**config.mk**
```make
export PLATFORM = sky130hd
export DESIGN_NAME = ptc_top
export DESIGN_NICKNAME = d
export VERILOG_FILES = /design/src/shared/ptc_pkg.sv /design/src/logic/ptc_sync2.sv /design/src/logic/ptc_pin_stage.sv /design/src/logic/ptc_top.sv
export SDC_FILE = /design/constraint.sdc
export NUM_CORES = 1
export LEC_CHECK = 0
export BUFFER_PORTS_ARGS = -buffer_cell sky130_fd_sc_hd__buf_4
export CAP_MARGIN = 20
export CORE_MARGIN = 4
export CORE_UTILIZATION = 52
export DETAILED_ROUTE_END_ITERATION = 8
export PLACE_DENSITY_LB_ADDON = 0.3
export SYNTH_ARGS = -nofsm -noshare
export SYNTH_HDL_FRONTEND = slang
export SYNTH_SLANG_ARGS = --single-unit
```
**constraint.sdc**
```tcl
create_clock -name clock -period 2.5 [get_ports clock]
set_clock_uncertainty 0.1 [all_clocks]
set_input_delay 0.5 -clock clock [delete_from_list [all_inputs] [get_ports clock]]
set_output_delay 0.5 -clock clock [all_outputs]
set_load 0.005 [all_outputs]
```
**src/shared/ptc_pkg.sv**
```systemverilog
`default_nettype none
package ptc_pkg;
  // register byte addresses (no offsets printed, so these are chosen)
  localparam logic [7:0] ADDR_TRIGGER_CONTROL = 8'h00;
  localparam logic [7:0] ADDR_OUTPUT_PIN_CONTROL = 8'h04;
  localparam logic [7:0] ADDR_MODULE_CONTROL = 8'h08;
  localparam logic [7:0] ADDR_FAULT_LIMIT_CONTROL = 8'h0c;
  localparam logic [7:0] ADDR_IRQ_STATUS = 8'h10;
  localparam logic [7:0] ADDR_IRQ_MASK = 8'h14;
  localparam logic [7:0] ADDR_PIN_STATUS = 8'h18;
  // reset values
  localparam logic [15:0] TRIGGER_CONTROL_RESET = 16'h0000;
  localparam logic [15:0] OUTPUT_PIN_CONTROL_RESET = 16'h0000;
  localparam logic [15:0] FAULT_LIMIT_CONTROL_RESET = 16'h0003;
  // trigger_control fields
  localparam int TRG_DIV_LSB = 12;
  localparam int TRG_MERGE_BIT = 7;
  localparam int TRG_START_LSB = 0;
  localparam logic [15:0] TRIGGER_CONTROL_WMASK = 16'hf0bf;
  // output_pin_control fields
  localparam int PIN_HIGH_OWN_BIT = 15;
  localparam int PIN_LOW_OWN_BIT = 14;
  localparam int PIN_HIGH_INV_BIT = 13;
  localparam int PIN_LOW_INV_BIT = 12;
  localparam int PIN_MODE_LSB = 10;
  localparam int PIN_HIGH_OVR_BIT = 9;
  localparam int PIN_LOW_OVR_BIT = 8;
  localparam int PIN_OVR_VAL_LSB = 6;
  localparam int PIN_FLT_VAL_LSB = 4;
  localparam int PIN_LIM_VAL_LSB = 2;
  localparam int PIN_SWAP_BIT = 1;
  localparam int PIN_OVR_SYNC_BIT = 0;
  // fault_limit_control fields
  localparam int FLC_BEHAVIOUR_LSB = 0;
  localparam int FLC_LIMIT_EN_BIT = 2;
  localparam int FLC_INDEP_BIT = 3;
  localparam logic [15:0] FAULT_LIMIT_CONTROL_WMASK = 16'h000f;
  // interrupt status bits
  localparam int IRQ_TRIGGER_BIT = 0;
  localparam int IRQ_FAULT_BIT = 1;
  localparam int IRQ_LIMIT_BIT = 2;
  localparam int IRQ_WIDTH = 3;
  typedef enum logic [1:0] {PTC_COMPLEMENTARY, PTC_REDUNDANT, PTC_PUSH_PULL, PTC_INDEPENDENT} ptc_pair_mode_t;
  typedef enum logic [1:0] {PTC_FLT_LATCHED, PTC_FLT_CYCLE, PTC_FLT_RESERVED, PTC_FLT_OFF} ptc_fault_mode_t;
endpackage : ptc_pkg
`default_nettype wire

```
**src/logic/ptc_sync2.sv**
```systemverilog
`default_nettype none
// two-flop synchroniser for asynchronous pin inputs
module ptc_sync2 (
  input wire logic clock,
  input wire logic reset_n,
  input wire logic async_in,
  output logic sync_out
);
  logic meta_q;
  // first stage feeds only the second
  always_ff @(posedge clock or negedge reset_n)
  begin
    if (!reset_n)
    begin
      meta_q <= 1'b0;
      sync_out <= 1'b0;
    end
    else
    begin
      meta_q <= async_in;
      sync_out <= meta_q;
    end
  end
endmodule // ptc_sync2
`default_nettype wire

```
**src/logic/ptc_pin_stage.sv**
```systemverilog
`default_nettype none
// per-pin source priority, ownership and polarity
module ptc_pin_stage (
  input wire logic clock,
  input wire logic reset_n,
  input wire logic own,
  input wire logic invert,
  input wire logic ovr_en,
  input wire logic ovr_val,
  input wire logic flt_take,
  input wire logic flt_val,
  input wire logic lim_take,
  input wire logic lim_val,
  input wire logic gen_val,
  output logic pin_out,
  output logic pin_oe
);
  logic level;
  // override beats fault beats limit beats generator
  // source priority chain
  assign level = ovr_en ? ovr_val : flt_take ? flt_val : lim_take ? lim_val : gen_val;
  // registered so the pin never glitches between sources
  always_ff @(posedge clock or negedge reset_n)
  begin
    if (!reset_n)
    begin
      pin_out <= 1'b0;
      pin_oe <= 1'b0;
    end
    else
    begin
      pin_out <= level ^ invert;
      pin_oe <= own;
    end
  end
endmodule // ptc_pin_stage
`default_nettype wire

```
**src/logic/ptc_top.sv**
```systemverilog
`default_nettype none
module ptc_top (
  input wire logic clock,
  input wire logic reset_n,
  input wire logic hsel,
  input wire logic [31:0] haddr,
  input wire logic [1:0] htrans,
  input wire logic hwrite,
  input wire logic [2:0] hsize,
  input wire logic [31:0] hwdata,
  input wire logic hready,
  output logic [31:0] hrdata,
  output logic hreadyout,
  output logic hresp,
  input wire logic gen_high,
  input wire logic gen_low,
  input wire logic period_start,
  input wire logic primary_event,
  input wire logic secondary_event,
  input wire logic fault_in,
  input wire logic limit_in,
  output logic primary_trigger,
  output logic secondary_trigger,
  output logic high_output_pin,
  output logic high_output_pin_oe,
  output logic low_output_pin,
  output logic low_output_pin_oe,
  output logic irq
);
  // ---------------------------------------------------------------
  // registers and bus
  // ---------------------------------------------------------------
  logic [15:0] trigger_control_q;
  logic [15:0] output_pin_control_q;
  logic [15:0] fault_limit_control_q;
  logic pwm_module_enable_q;
  logic [ptc_pkg::IRQ_WIDTH-1:0] irq_status_q;
  logic [ptc_pkg::IRQ_WIDTH-1:0] irq_mask_q;
  logic wr_pending_q;
  logic [7:0] wr_addr_q;
  logic [31:0] rdata_q;
  logic fault_s;
  logic limit_s;
  logic fault_latched_q;
  wire logic bus_take;
  wire logic [31:0] rd_mux;
  wire logic wr_go;
  wire logic [31:0] wdata;

  // zero-wait slave: every transfer finishes in its data phase
  assign bus_take = hsel && hready && htrans[1];
  assign hreadyout = 1'b1;
  assign hresp = 1'b0;
  assign hrdata = rdata_q;
  assign wr_go = wr_pending_q;
  assign wdata = hwdata;

  // read mux, unmapped addresses read as zero
  assign rd_mux =
    (haddr[7:0] == ptc_pkg::ADDR_TRIGGER_CONTROL) ? {16'h0000, trigger_control_q} :
    (haddr[7:0] == ptc_pkg::ADDR_OUTPUT_PIN_CONTROL) ? {16'h0000, output_pin_control_q} :
    (haddr[7:0] == ptc_pkg::ADDR_MODULE_CONTROL) ? {31'h00000000, pwm_module_enable_q} :
    (haddr[7:0] == ptc_pkg::ADDR_FAULT_LIMIT_CONTROL) ? {16'h0000, fault_limit_control_q} :
    (haddr[7:0] == ptc_pkg::ADDR_IRQ_STATUS) ? {29'h00000000, irq_status_q} :
    (haddr[7:0] == ptc_pkg::ADDR_IRQ_MASK) ? {29'h00000000, irq_mask_q} :
    (haddr[7:0] == ptc_pkg::ADDR_PIN_STATUS) ?
      {26'h0000000, fault_latched_q, limit_s, high_output_pin_oe, high_output_pin,
       low_output_pin_oe, low_output_pin} :
    32'h00000000;

  // address phase capture; read data latched for the data phase
  always_ff @(posedge clock or negedge reset_n)
  begin
    if (!reset_n)
    begin
      wr_pending_q <= 1'b0;
      wr_addr_q <= 8'h00;
      rdata_q <= 32'h00000000;
    end
    else
    begin
      wr_pending_q <= bus_take && hwrite;
      wr_addr_q <= haddr[7:0];
      if (bus_take && !hwrite)
        rdata_q <= rd_mux;
    end
  end

  wire logic wr_trg = wr_go && (wr_addr_q == ptc_pkg::ADDR_TRIGGER_CONTROL);
  wire logic wr_pin = wr_go && (wr_addr_q == ptc_pkg::ADDR_OUTPUT_PIN_CONTROL);
  wire logic wr_mod = wr_go && (wr_addr_q == ptc_pkg::ADDR_MODULE_CONTROL);
  wire logic wr_flc = wr_go && (wr_addr_q == ptc_pkg::ADDR_FAULT_LIMIT_CONTROL);
  wire logic wr_sts = wr_go && (wr_addr_q == ptc_pkg::ADDR_IRQ_STATUS);
  wire logic wr_msk = wr_go && (wr_addr_q == ptc_pkg::ADDR_IRQ_MASK);

  // control register writes; unimplemented bits stay zero
  always_ff @(posedge clock or negedge reset_n)
  begin
    if (!reset_n)
    begin
      trigger_control_q <= ptc_pkg::TRIGGER_CONTROL_RESET;
      output_pin_control_q <= ptc_pkg::OUTPUT_PIN_CONTROL_RESET;
      fault_limit_control_q <= ptc_pkg::FAULT_LIMIT_CONTROL_RESET;
      pwm_module_enable_q <= 1'b0;
      irq_mask_q <= '0;
    end
    else
    begin
      if (wr_trg)
        trigger_control_q <= wdata[15:0] & ptc_pkg::TRIGGER_CONTROL_WMASK;
      if (wr_pin)
        output_pin_control_q <= wdata[15:0];
      if (wr_flc)
        fault_limit_control_q <= wdata[15:0] & ptc_pkg::FAULT_LIMIT_CONTROL_WMASK;
      if (wr_mod)
        pwm_module_enable_q <= wdata[0];
      if (wr_msk)
        irq_mask_q <= wdata[ptc_pkg::IRQ_WIDTH-1:0];
    end
  end

  // ---------------------------------------------------------------
  // field decode
  // ---------------------------------------------------------------
  wire logic [3:0] trigger_divider = trigger_control_q[ptc_pkg::TRG_DIV_LSB +: 4];
  wire logic dual_trigger_merge = trigger_control_q[ptc_pkg::TRG_MERGE_BIT];
  wire logic [5:0] trigger_start_delay = trigger_control_q[ptc_pkg::TRG_START_LSB +: 6];
  wire logic high_pin_own = output_pin_control_q[ptc_pkg::PIN_HIGH_OWN_BIT];
  wire logic low_pin_own = output_pin_control_q[ptc_pkg::PIN_LOW_OWN_BIT];
  wire logic high_pin_invert = output_pin_control_q[ptc_pkg::PIN_HIGH_INV_BIT];
  wire logic low_pin_invert = output_pin_control_q[ptc_pkg::PIN_LOW_INV_BIT];
  wire logic [1:0] pair_output_mode = output_pin_control_q[ptc_pkg::PIN_MODE_LSB +: 2];
  wire logic high_override_en = output_pin_control_q[ptc_pkg::PIN_HIGH_OVR_BIT];
  wire logic low_override_en = output_pin_control_q[ptc_pkg::PIN_LOW_OVR_BIT];
  wire logic [1:0] override_value = output_pin_control_q[ptc_pkg::PIN_OVR_VAL_LSB +: 2];
  wire logic [1:0] fault_value = output_pin_control_q[ptc_pkg::PIN_FLT_VAL_LSB +: 2];
  wire logic [1:0] limit_value = output_pin_control_q[ptc_pkg::PIN_LIM_VAL_LSB +: 2];
  wire logic swap = output_pin_control_q[ptc_pkg::PIN_SWAP_BIT];
  wire logic override_sync = output_pin_control_q[ptc_pkg::PIN_OVR_SYNC_BIT];
  wire logic [1:0] fault_behaviour = fault_limit_control_q[ptc_pkg::FLC_BEHAVIOUR_LSB +: 2];
  wire logic limit_enable = fault_limit_control_q[ptc_pkg::FLC_LIMIT_EN_BIT];
  wire logic indep_fault = fault_limit_control_q[ptc_pkg::FLC_INDEP_BIT];

  // ---------------------------------------------------------------
  // pin inputs
  // ---------------------------------------------------------------
  ptc_sync2 u_sync_fault (
    .clock(clock),
    .reset_n(reset_n),
    .async_in(fault_in),
    .sync_out(fault_s)
  );
  ptc_sync2 u_sync_limit (
    .clock(clock),
    .reset_n(reset_n),
    .async_in(limit_in),
    .sync_out(limit_s)
  );

  // ---------------------------------------------------------------
  // trigger postscaler
  // ---------------------------------------------------------------
  logic enable_d1_q;
  logic [5:0] start_cnt_q;
  logic [3:0] div_cnt_q;
  logic primary_trigger_q;
  logic secondary_trigger_q;
  wire logic enable_rise = pwm_module_enable_q && !enable_d1_q;
  wire logic start_done = (start_cnt_q >= trigger_start_delay);
  wire logic merged_event = primary_event || (dual_trigger_merge && secondary_event);
  wire logic count_event = pwm_module_enable_q && start_done && merged_event;
  wire logic div_hit = count_event && (div_cnt_q == trigger_divider);

  // start delay counts PWM periods; divider counts qualified events
  always_ff @(posedge clock or negedge reset_n)
  begin
    if (!reset_n)
    begin
      enable_d1_q <= 1'b0;
      start_cnt_q <= 6'h00;
      div_cnt_q <= 4'h0;
      primary_trigger_q <= 1'b0;
      secondary_trigger_q <= 1'b0;
    end
    else
    begin
      enable_d1_q <= pwm_module_enable_q;
      if (enable_rise)
      begin
        start_cnt_q <= 6'h00;
        div_cnt_q <= 4'h0;
      end
      else
      begin
        // count PWM cycles before first trigger
        if (pwm_module_enable_q && period_start && !start_done)
          start_cnt_q <= start_cnt_q + 6'h01;
        if (count_event)
          div_cnt_q <= div_hit ? 4'h0 : div_cnt_q + 4'h1;
      end
      primary_trigger_q <= div_hit && !enable_rise;
      // separate secondary trigger when not merged
      secondary_trigger_q <= pwm_module_enable_q && start_done && !dual_trigger_merge &&
                             secondary_event && !enable_rise;
    end
  end
  assign primary_trigger = primary_trigger_q;
  assign secondary_trigger = secondary_trigger_q;

  // ---------------------------------------------------------------
  // fault and limit qualification
  // ---------------------------------------------------------------
  // fault behaviour selection
  wire logic fault_armed = (fault_behaviour == ptc_pkg::PTC_FLT_LATCHED) ||
                           (fault_behaviour == ptc_pkg::PTC_FLT_CYCLE);
  // latched mode holds until the input is gone and software releases it
  always_ff @(posedge clock or negedge reset_n)
  begin
    if (!reset_n)
      fault_latched_q <= 1'b0;
    else if (fault_armed && fault_s)
      fault_latched_q <= 1'b1;
    else if (!fault_armed || (fault_behaviour == ptc_pkg::PTC_FLT_CYCLE && period_start)
             || (wr_sts && wdata[ptc_pkg::IRQ_FAULT_BIT]))
      fault_latched_q <= 1'b0;
  end
  wire logic fault_active = fault_armed && (fault_s || fault_latched_q);
  wire logic limit_active = limit_enable && limit_s;

  wire logic high_flt_take = indep_fault ? limit_active : fault_active;
  wire logic low_flt_take = fault_active;
  wire logic high_lim_take = !indep_fault && limit_active;
  wire logic low_lim_take = !indep_fault && limit_active;

  // ---------------------------------------------------------------
  // override staging and pair mode
  // ---------------------------------------------------------------
  logic [3:0] ovr_applied_q;
  wire logic [3:0] ovr_request = {high_override_en, low_override_en, override_value};
  always_ff @(posedge clock or negedge reset_n)
  begin
    if (!reset_n)
      ovr_applied_q <= 4'h0;
    else if (!override_sync || period_start)
      ovr_applied_q <= ovr_request;
  end

  // pair mode assumed stable while enabled
  wire logic gen_low_mode =
    (pair_output_mode == ptc_pkg::PTC_COMPLEMENTARY) ? !gen_high :
    (pair_output_mode == ptc_pkg::PTC_REDUNDANT) ? gen_high :
    (pair_output_mode == ptc_pkg::PTC_PUSH_PULL) ? gen_low :
    gen_low;
  wire logic gen_high_en = pwm_module_enable_q && gen_high;
  wire logic gen_low_en = pwm_module_enable_q && gen_low_mode;
  wire logic high_src = swap ? gen_low_en : gen_high_en;
  wire logic low_src = swap ? gen_high_en : gen_low_en;

  ptc_pin_stage u_high (
    .clock(clock),
    .reset_n(reset_n),
    .own(high_pin_own),
    .invert(high_pin_invert),
    .ovr_en(ovr_applied_q[3]),
    .ovr_val(ovr_applied_q[1]),
    .flt_take(high_flt_take),
    .flt_val(fault_value[1]),
    .lim_take(high_lim_take),
    .lim_val(limit_value[1]),
    .gen_val(high_src),
    .pin_out(high_output_pin),
    .pin_oe(high_output_pin_oe)
  );
  ptc_pin_stage u_low (
    .clock(clock),
    .reset_n(reset_n),
    .own(low_pin_own),
    .invert(low_pin_invert),
    .ovr_en(ovr_applied_q[2]),
    .ovr_val(ovr_applied_q[0]),
    .flt_take(low_flt_take),
    .flt_val(fault_value[0]),
    .lim_take(low_lim_take),
    .lim_val(limit_value[0]),
    .gen_val(low_src),
    .pin_out(low_output_pin),
    .pin_oe(low_output_pin_oe)
  );

  // ---------------------------------------------------------------
  // interrupts
  // ---------------------------------------------------------------
  // only primary path raises trigger interrupt
  wire logic [ptc_pkg::IRQ_WIDTH-1:0] irq_events = {limit_active, fault_active, primary_trigger_q};
  // set wins over a write-one clear in the same cycle
  always_ff @(posedge clock or negedge reset_n)
  begin
    if (!reset_n)
      irq_status_q <= '0;
    else
      irq_status_q <= (irq_status_q & ~(wr_sts ? wdata[ptc_pkg::IRQ_WIDTH-1:0] : '0)) | irq_events;
  end
  assign irq = |(irq_status_q & irq_mask_q);
endmodule // ptc_top
`default_nettype wire

```
; Yosys cells after proc, flatten, opt, wreduce, memory -nomap -nowiden
; Index checks and enable logic that the tools add are counted.
[op_classes]
n_addsub = 2
magnitude_cmp = 1
eq_ne = 14
muxes = 26
bitwise = 6
reduce_logical = 52
[ops]
columns = op, n
row1 = 6-bit 2-to-1 mux, 7
row2 = 8-bit by 5-bit == test with 1-bit output (second input constant), 5
row3 = 8-bit by 4-bit == test with 1-bit output (second input constant), 4
row4 = 16-bit 2-to-1 mux, 2
row5 = 1-bit logical AND, 29
row6 = 8-bit by 3-bit == test with 1-bit output (second input constant), 2
row7 = 8-bit logical NOT, 2
row8 = 1-bit 2-to-1 mux, 13
row9 = 4-bit 2-to-1 mux, 3
row10 = 1-bit logical NOT, 9
row11 = 6-bit by 1-bit adder with 6-bit output (second input constant), 1
row12 = 3-bit bitwise AND, 2
row13 = 6-bit >= comparator, 1
row14 = 1-bit logical OR, 6
row15 = 2-bit nonzero test, 3
row16 = 4-bit by 1-bit adder with 4-bit output (second input constant), 1
row17 = 2-bit by 1-bit == test with 1-bit output (second input constant), 2
row18 = 4-bit == test, 1
row19 = 2-bit logical NOT, 2
row20 = 3-bit 2-to-1 mux, 1
row21 = 3-bit NOT, 1
row22 = 3-bit bitwise OR, 1
row23 = 3-bit OR reduction, 1
row24 = 1-bit XOR, 2
[word_totals]
ff_bits = 105
out_inout_bits = 41

; Depth between registers and ports, before layout
[depth]
word_depth = 9
ltp_mapped = 7
ltp_nobuf = 7

; Modules after synthesis
; Synthesis repeated with hierarchy kept, for this count alone.
[hier_totals]
hier_cells = 399
hier_area_um2 = 4310.4
[by_module_without_submodules]
columns = mod, instances, cells_each, area_each_um2, seq_area_each_um2
row1 = ptc_top, 1, 373, 3970.1, 2029.4
row2 = ptc_pin_stage, 2, 11, 120.1, 50.0
row3 = ptc_sync2, 2, 2, 50.0, 50.0

; Least setup slack after synthesis
; No wires, ideal clock.
[synth_path]
kind = reg-to-reg
from = register start_cnt_q[2]
to = register start_cnt_q[5]
t_arrival_ns = 1.932
required_time_ns = 2.323
slack_ns = 0.391
path_stages_with_launch = 7
path_buffers = 0
period_less_slack_ns = 2.109
path_cell_list = dfrtp_1 > ha_1 > a21o_1 > a31oi_2 > o2111ai_2 > or4_1 > a21oi_1
[synth_via]
elab_chain_len = 4
word_cells_on_any_way = 7
cone_classes = 1 x add/sub / 1 x order compare / 2 x mux / 3 x reduce/logical
[synth_rtl]
columns = element, line_no
row1 = "start, declared", ptc_top.sv:164  ; logic [5:0] start_cnt_q;
row2 = "start signal, assigned", ptc_top.sv:197  ; start_cnt_q <= start_cnt_q + 6'h01;
row3 = 6-bit >= comparator, ptc_top.sv:169  ; wire logic start_done = (start_cnt_q >= trigger_start_delay);
row4 = 1-bit logical NOT, ptc_top.sv:196  ; if (pwm_module_enable_q && period_start && !start_done)
row5 = 1-bit logical AND, ptc_top.sv:196
row6 = 2-bit nonzero test (no line), -
; Several ways; a longest one is shown, not always the timed one. The select of a mux whose other input is x is not followed.
; A chain may end at the register's enable or synchronous reset.

; Final worst setup path
; Ends and elaborated chain as after synthesis.

==> out/results.txt <==
WL final - 9460 um
CP peak stage delay - 510 ps
Gpl congestion - 0.8249
Placement Cell Area - 0.004836 mm2
Ports - 122
Setup TNS - 0 ps
Worst R2R Start - start_cnt_q[2]$_DFFE_PN0P_
ANT cells - 0
Post-Syn Area - 0.004370 mm2
Failing checks - hold timing
Clock Pin Slew Worst Setup and Hold Paths - 90 ps
Post-CTS Hold Buffers - 0
Worst endpoint required time - 2690 ps
Sequential fraction of the synthesis area - 0.5102
Clk root buf - clkbuf_8
Initial antenna violation count - 0
Hold_ws - -4.751 ps
Postcts setup bufs - 0
Clk buf depth - 2
Final instance area - 0.005040 mm2
Synth warn - 0
Commonest cells after routing, fill and taps aside - dfrtp_1 (87), buf_4 (63), nand2_1 (51), o21ai_0 (29), mux2_2 (25)
CTS Sinks - 89
ANT nets after route - 0
Initial Utilization - 0.5346
Slew HR - 0.4274
IO buf count - 59
Vias in the first global route - 3126
Tightest Pin Transition - 858.9 ps
Endpoints failing hold - 5
CTS tree - built
Status - finished, violations left
CP max stage cell - or4_1
LEAKAGE - 2.407 nW
Htree depth - 3
Largest net degree at the start of global routing - 41
Area Growth Syn to Fin - 15.32%
Unrepaired setup endpoints after global routing - false
Cell chain of the critical path - ha_1 -> a21o_1 -> a31oi_2 -> o2111ai_2 -> or4_1 -> a21oi_1
Startpoint Class - flop
Top FF cell, synth - dfrtp_1
Clock Latency Late Sink - 360 ps
Die W - 99.68 um
WL per Instance - 16.71 um
Top Family by Delay on Critical Path - compound AO/OA/AOI/OAI gates
Distinct cells, synth - 63
Worst Slack Setup Final - 183.3 ps
Final nets - 546
Core ar. - 0.008175 mm2
Layout Utilization - 0.6165
Asr flop ratio synth - 1.000
Full die area - 0.009935 mm2
CP Buf/Inv Count - 0
Post-CTS Resized - 0
Final Max Tran Viols - 0
DRC - 0
Worst hold path class - input port to async pin
Power, Total - 2.762 mW
Final Critical Period - 2317 ps
TritonRoute pass-1 iters - 4
Share of layout cells above drive strength 1 - 0.2755
WS Path Type - flop to flop
Setup violations, final - 0
Gate Count Post-Synth - 398
Remaining Overflow, GRT - 0
Total of max-cap violations - 0
Std-Cell Rows - 33
# fillers - 673
Worst vdd ir - 0.2655 mV
Syn Area/Cell - 10.98 um2
Critical path origin - start_cnt_q[2]$_DFFE_PN0P_
Pwr Density - 548.0 mW/mm2
Worst Setup End Kind - flop
Overall routing resource usage - 0.2000
Most common cell after layout, fill and taps aside - dfrtp_1
#FFs+latches synth - 89
Via count - 3159
Post-synth EDFFs - 0
Worst slack at placement - 206.3 ps
Detailed placement HPWL - 7298 um
Non-filler cells, final - 566
TritonCTS buffer count - 9
First-pass GRT wire length - 15600 um
Peak Freq - 431.6 MHz
Placed Cells - 551
1st-iter DRT viols - 150
Crit path DAT - 2500 ps
Tcrit/Tclk final - 0.9267
Die Y - 99.68 um
CP Max Fanout - 7
DR vias/cell - 5.581
## flip-flops by register name, summed over array words and instances, names as in the netlist, 3 cells and up
register	cells
hrdata	16
output_pin_control_q	16
trigger_control_q	11
wr_addr_q	8
start_cnt_q	6
div_cnt_q	4
fault_limit_control_q	4
ovr_applied_q	4
irq_mask_q	3
irq_status_q	3
## cell type report
type,instances,area [um2],area share
multi-input combinational,276,1918,0.3806
timing repair buffer,64,493.0,0.09782
tap,105,131.4,0.02607
clock inverter,4,52.55,0.01043
sequential,89,2230,0.4424
clock buffer,11,151.4,0.03004
inverter,17,63.81,0.01266
## worst reg2reg max path, cell delays in order (launching register included)
cell,delay (ps)
dfrtp_1,460
ha_1,340
a21o_1,170
a31oi_2,260
o2111ai_2,250
or4_1,510
a21oi_1,150
## routing by layer
metal	share of wire	global-route usage	vias to the layer above
li1	-	-	1488
met1	0.44	0.2633	1568
met2	0.50	0.3335	92
met3	0.048	0.03156	11
met4	0.014	0.07563	0
met5	0	0	-
## kinds of logic (layout without fill, tap and decap cells)
| family | Yosys count | count (layout) | share of synthesized area |
|---|---|---|---|
| xor+xnor | 7 | 7 | 0.01403 |
| other cells | 2 | 18 | 0.001718 |
| buf+inv | 49 | 96 | 0.06470 |
| simple gates | 120 | 120 | 0.1403 |
| mux | 45 | 45 | 0.1245 |
| flops | 89 | 89 | 0.5102 |
| fa+ha+maj | 8 | 8 | 0.02290 |
| compound gates | 78 | 78 | 0.1217 |
## cells in the mapped netlist, types with 3 or more instances
library cell  number  area [um2]
nand2b_1           7       43.79
mux2_2            25       281.5
nand3_1           10       50.05
a21o_1             3       22.52
buf_4             18       135.1
dfrtp_1           87        2177
nand2_1           51       191.4
nor2b_1            7       43.79
and2_1             3       18.77
o31ai_1            6       45.04
mux2_4            10       150.1
nor3_1             5       25.02
ha_1               8       100.1
a21oi_1            6       30.03
o21ai_0           29       145.1
buf_2              3       15.01
nor2_1            15       56.30
o22ai_1            3       18.77
inv_1             17       63.81
mux2i_1            9       90.09
xor2_1             5       43.79
o211ai_1           5       37.54
clkbuf_1           9       33.78
or4_1              3       22.52
## final timing paths
| kind | endpoint | slack (ps) | cells after the start |
|---|---|---|---|
| max in group asynchronous | trigger_control_q[5]$_DFFE_PN0P_ | 1680 | 2 |
| worst max-delay path | start_cnt_q[5]$_DFFE_PN0P_ | 180 | 6 |
| min in group clock | u_sync_limit.meta_q$_DFF_PN0_ | 150 | 1 |
| worst min-delay path | div_cnt_q[0]$_DFFE_PN0P_ | -5 | 1 |
| worst max register to register | start_cnt_q[5]$_DFFE_PN0P_ | 180 | 6 |
| worst min register to register | u_sync_fault.sync_out$_DFF_PN0_ | 260 | 0 |
## power breakdown
part           internal (mW)  switching [mW]
logic                 0.0968           0.120
clock network          0.513           0.513
registers               1.48          0.0415
Note: power is estimated with default switching activity, not from simulation.
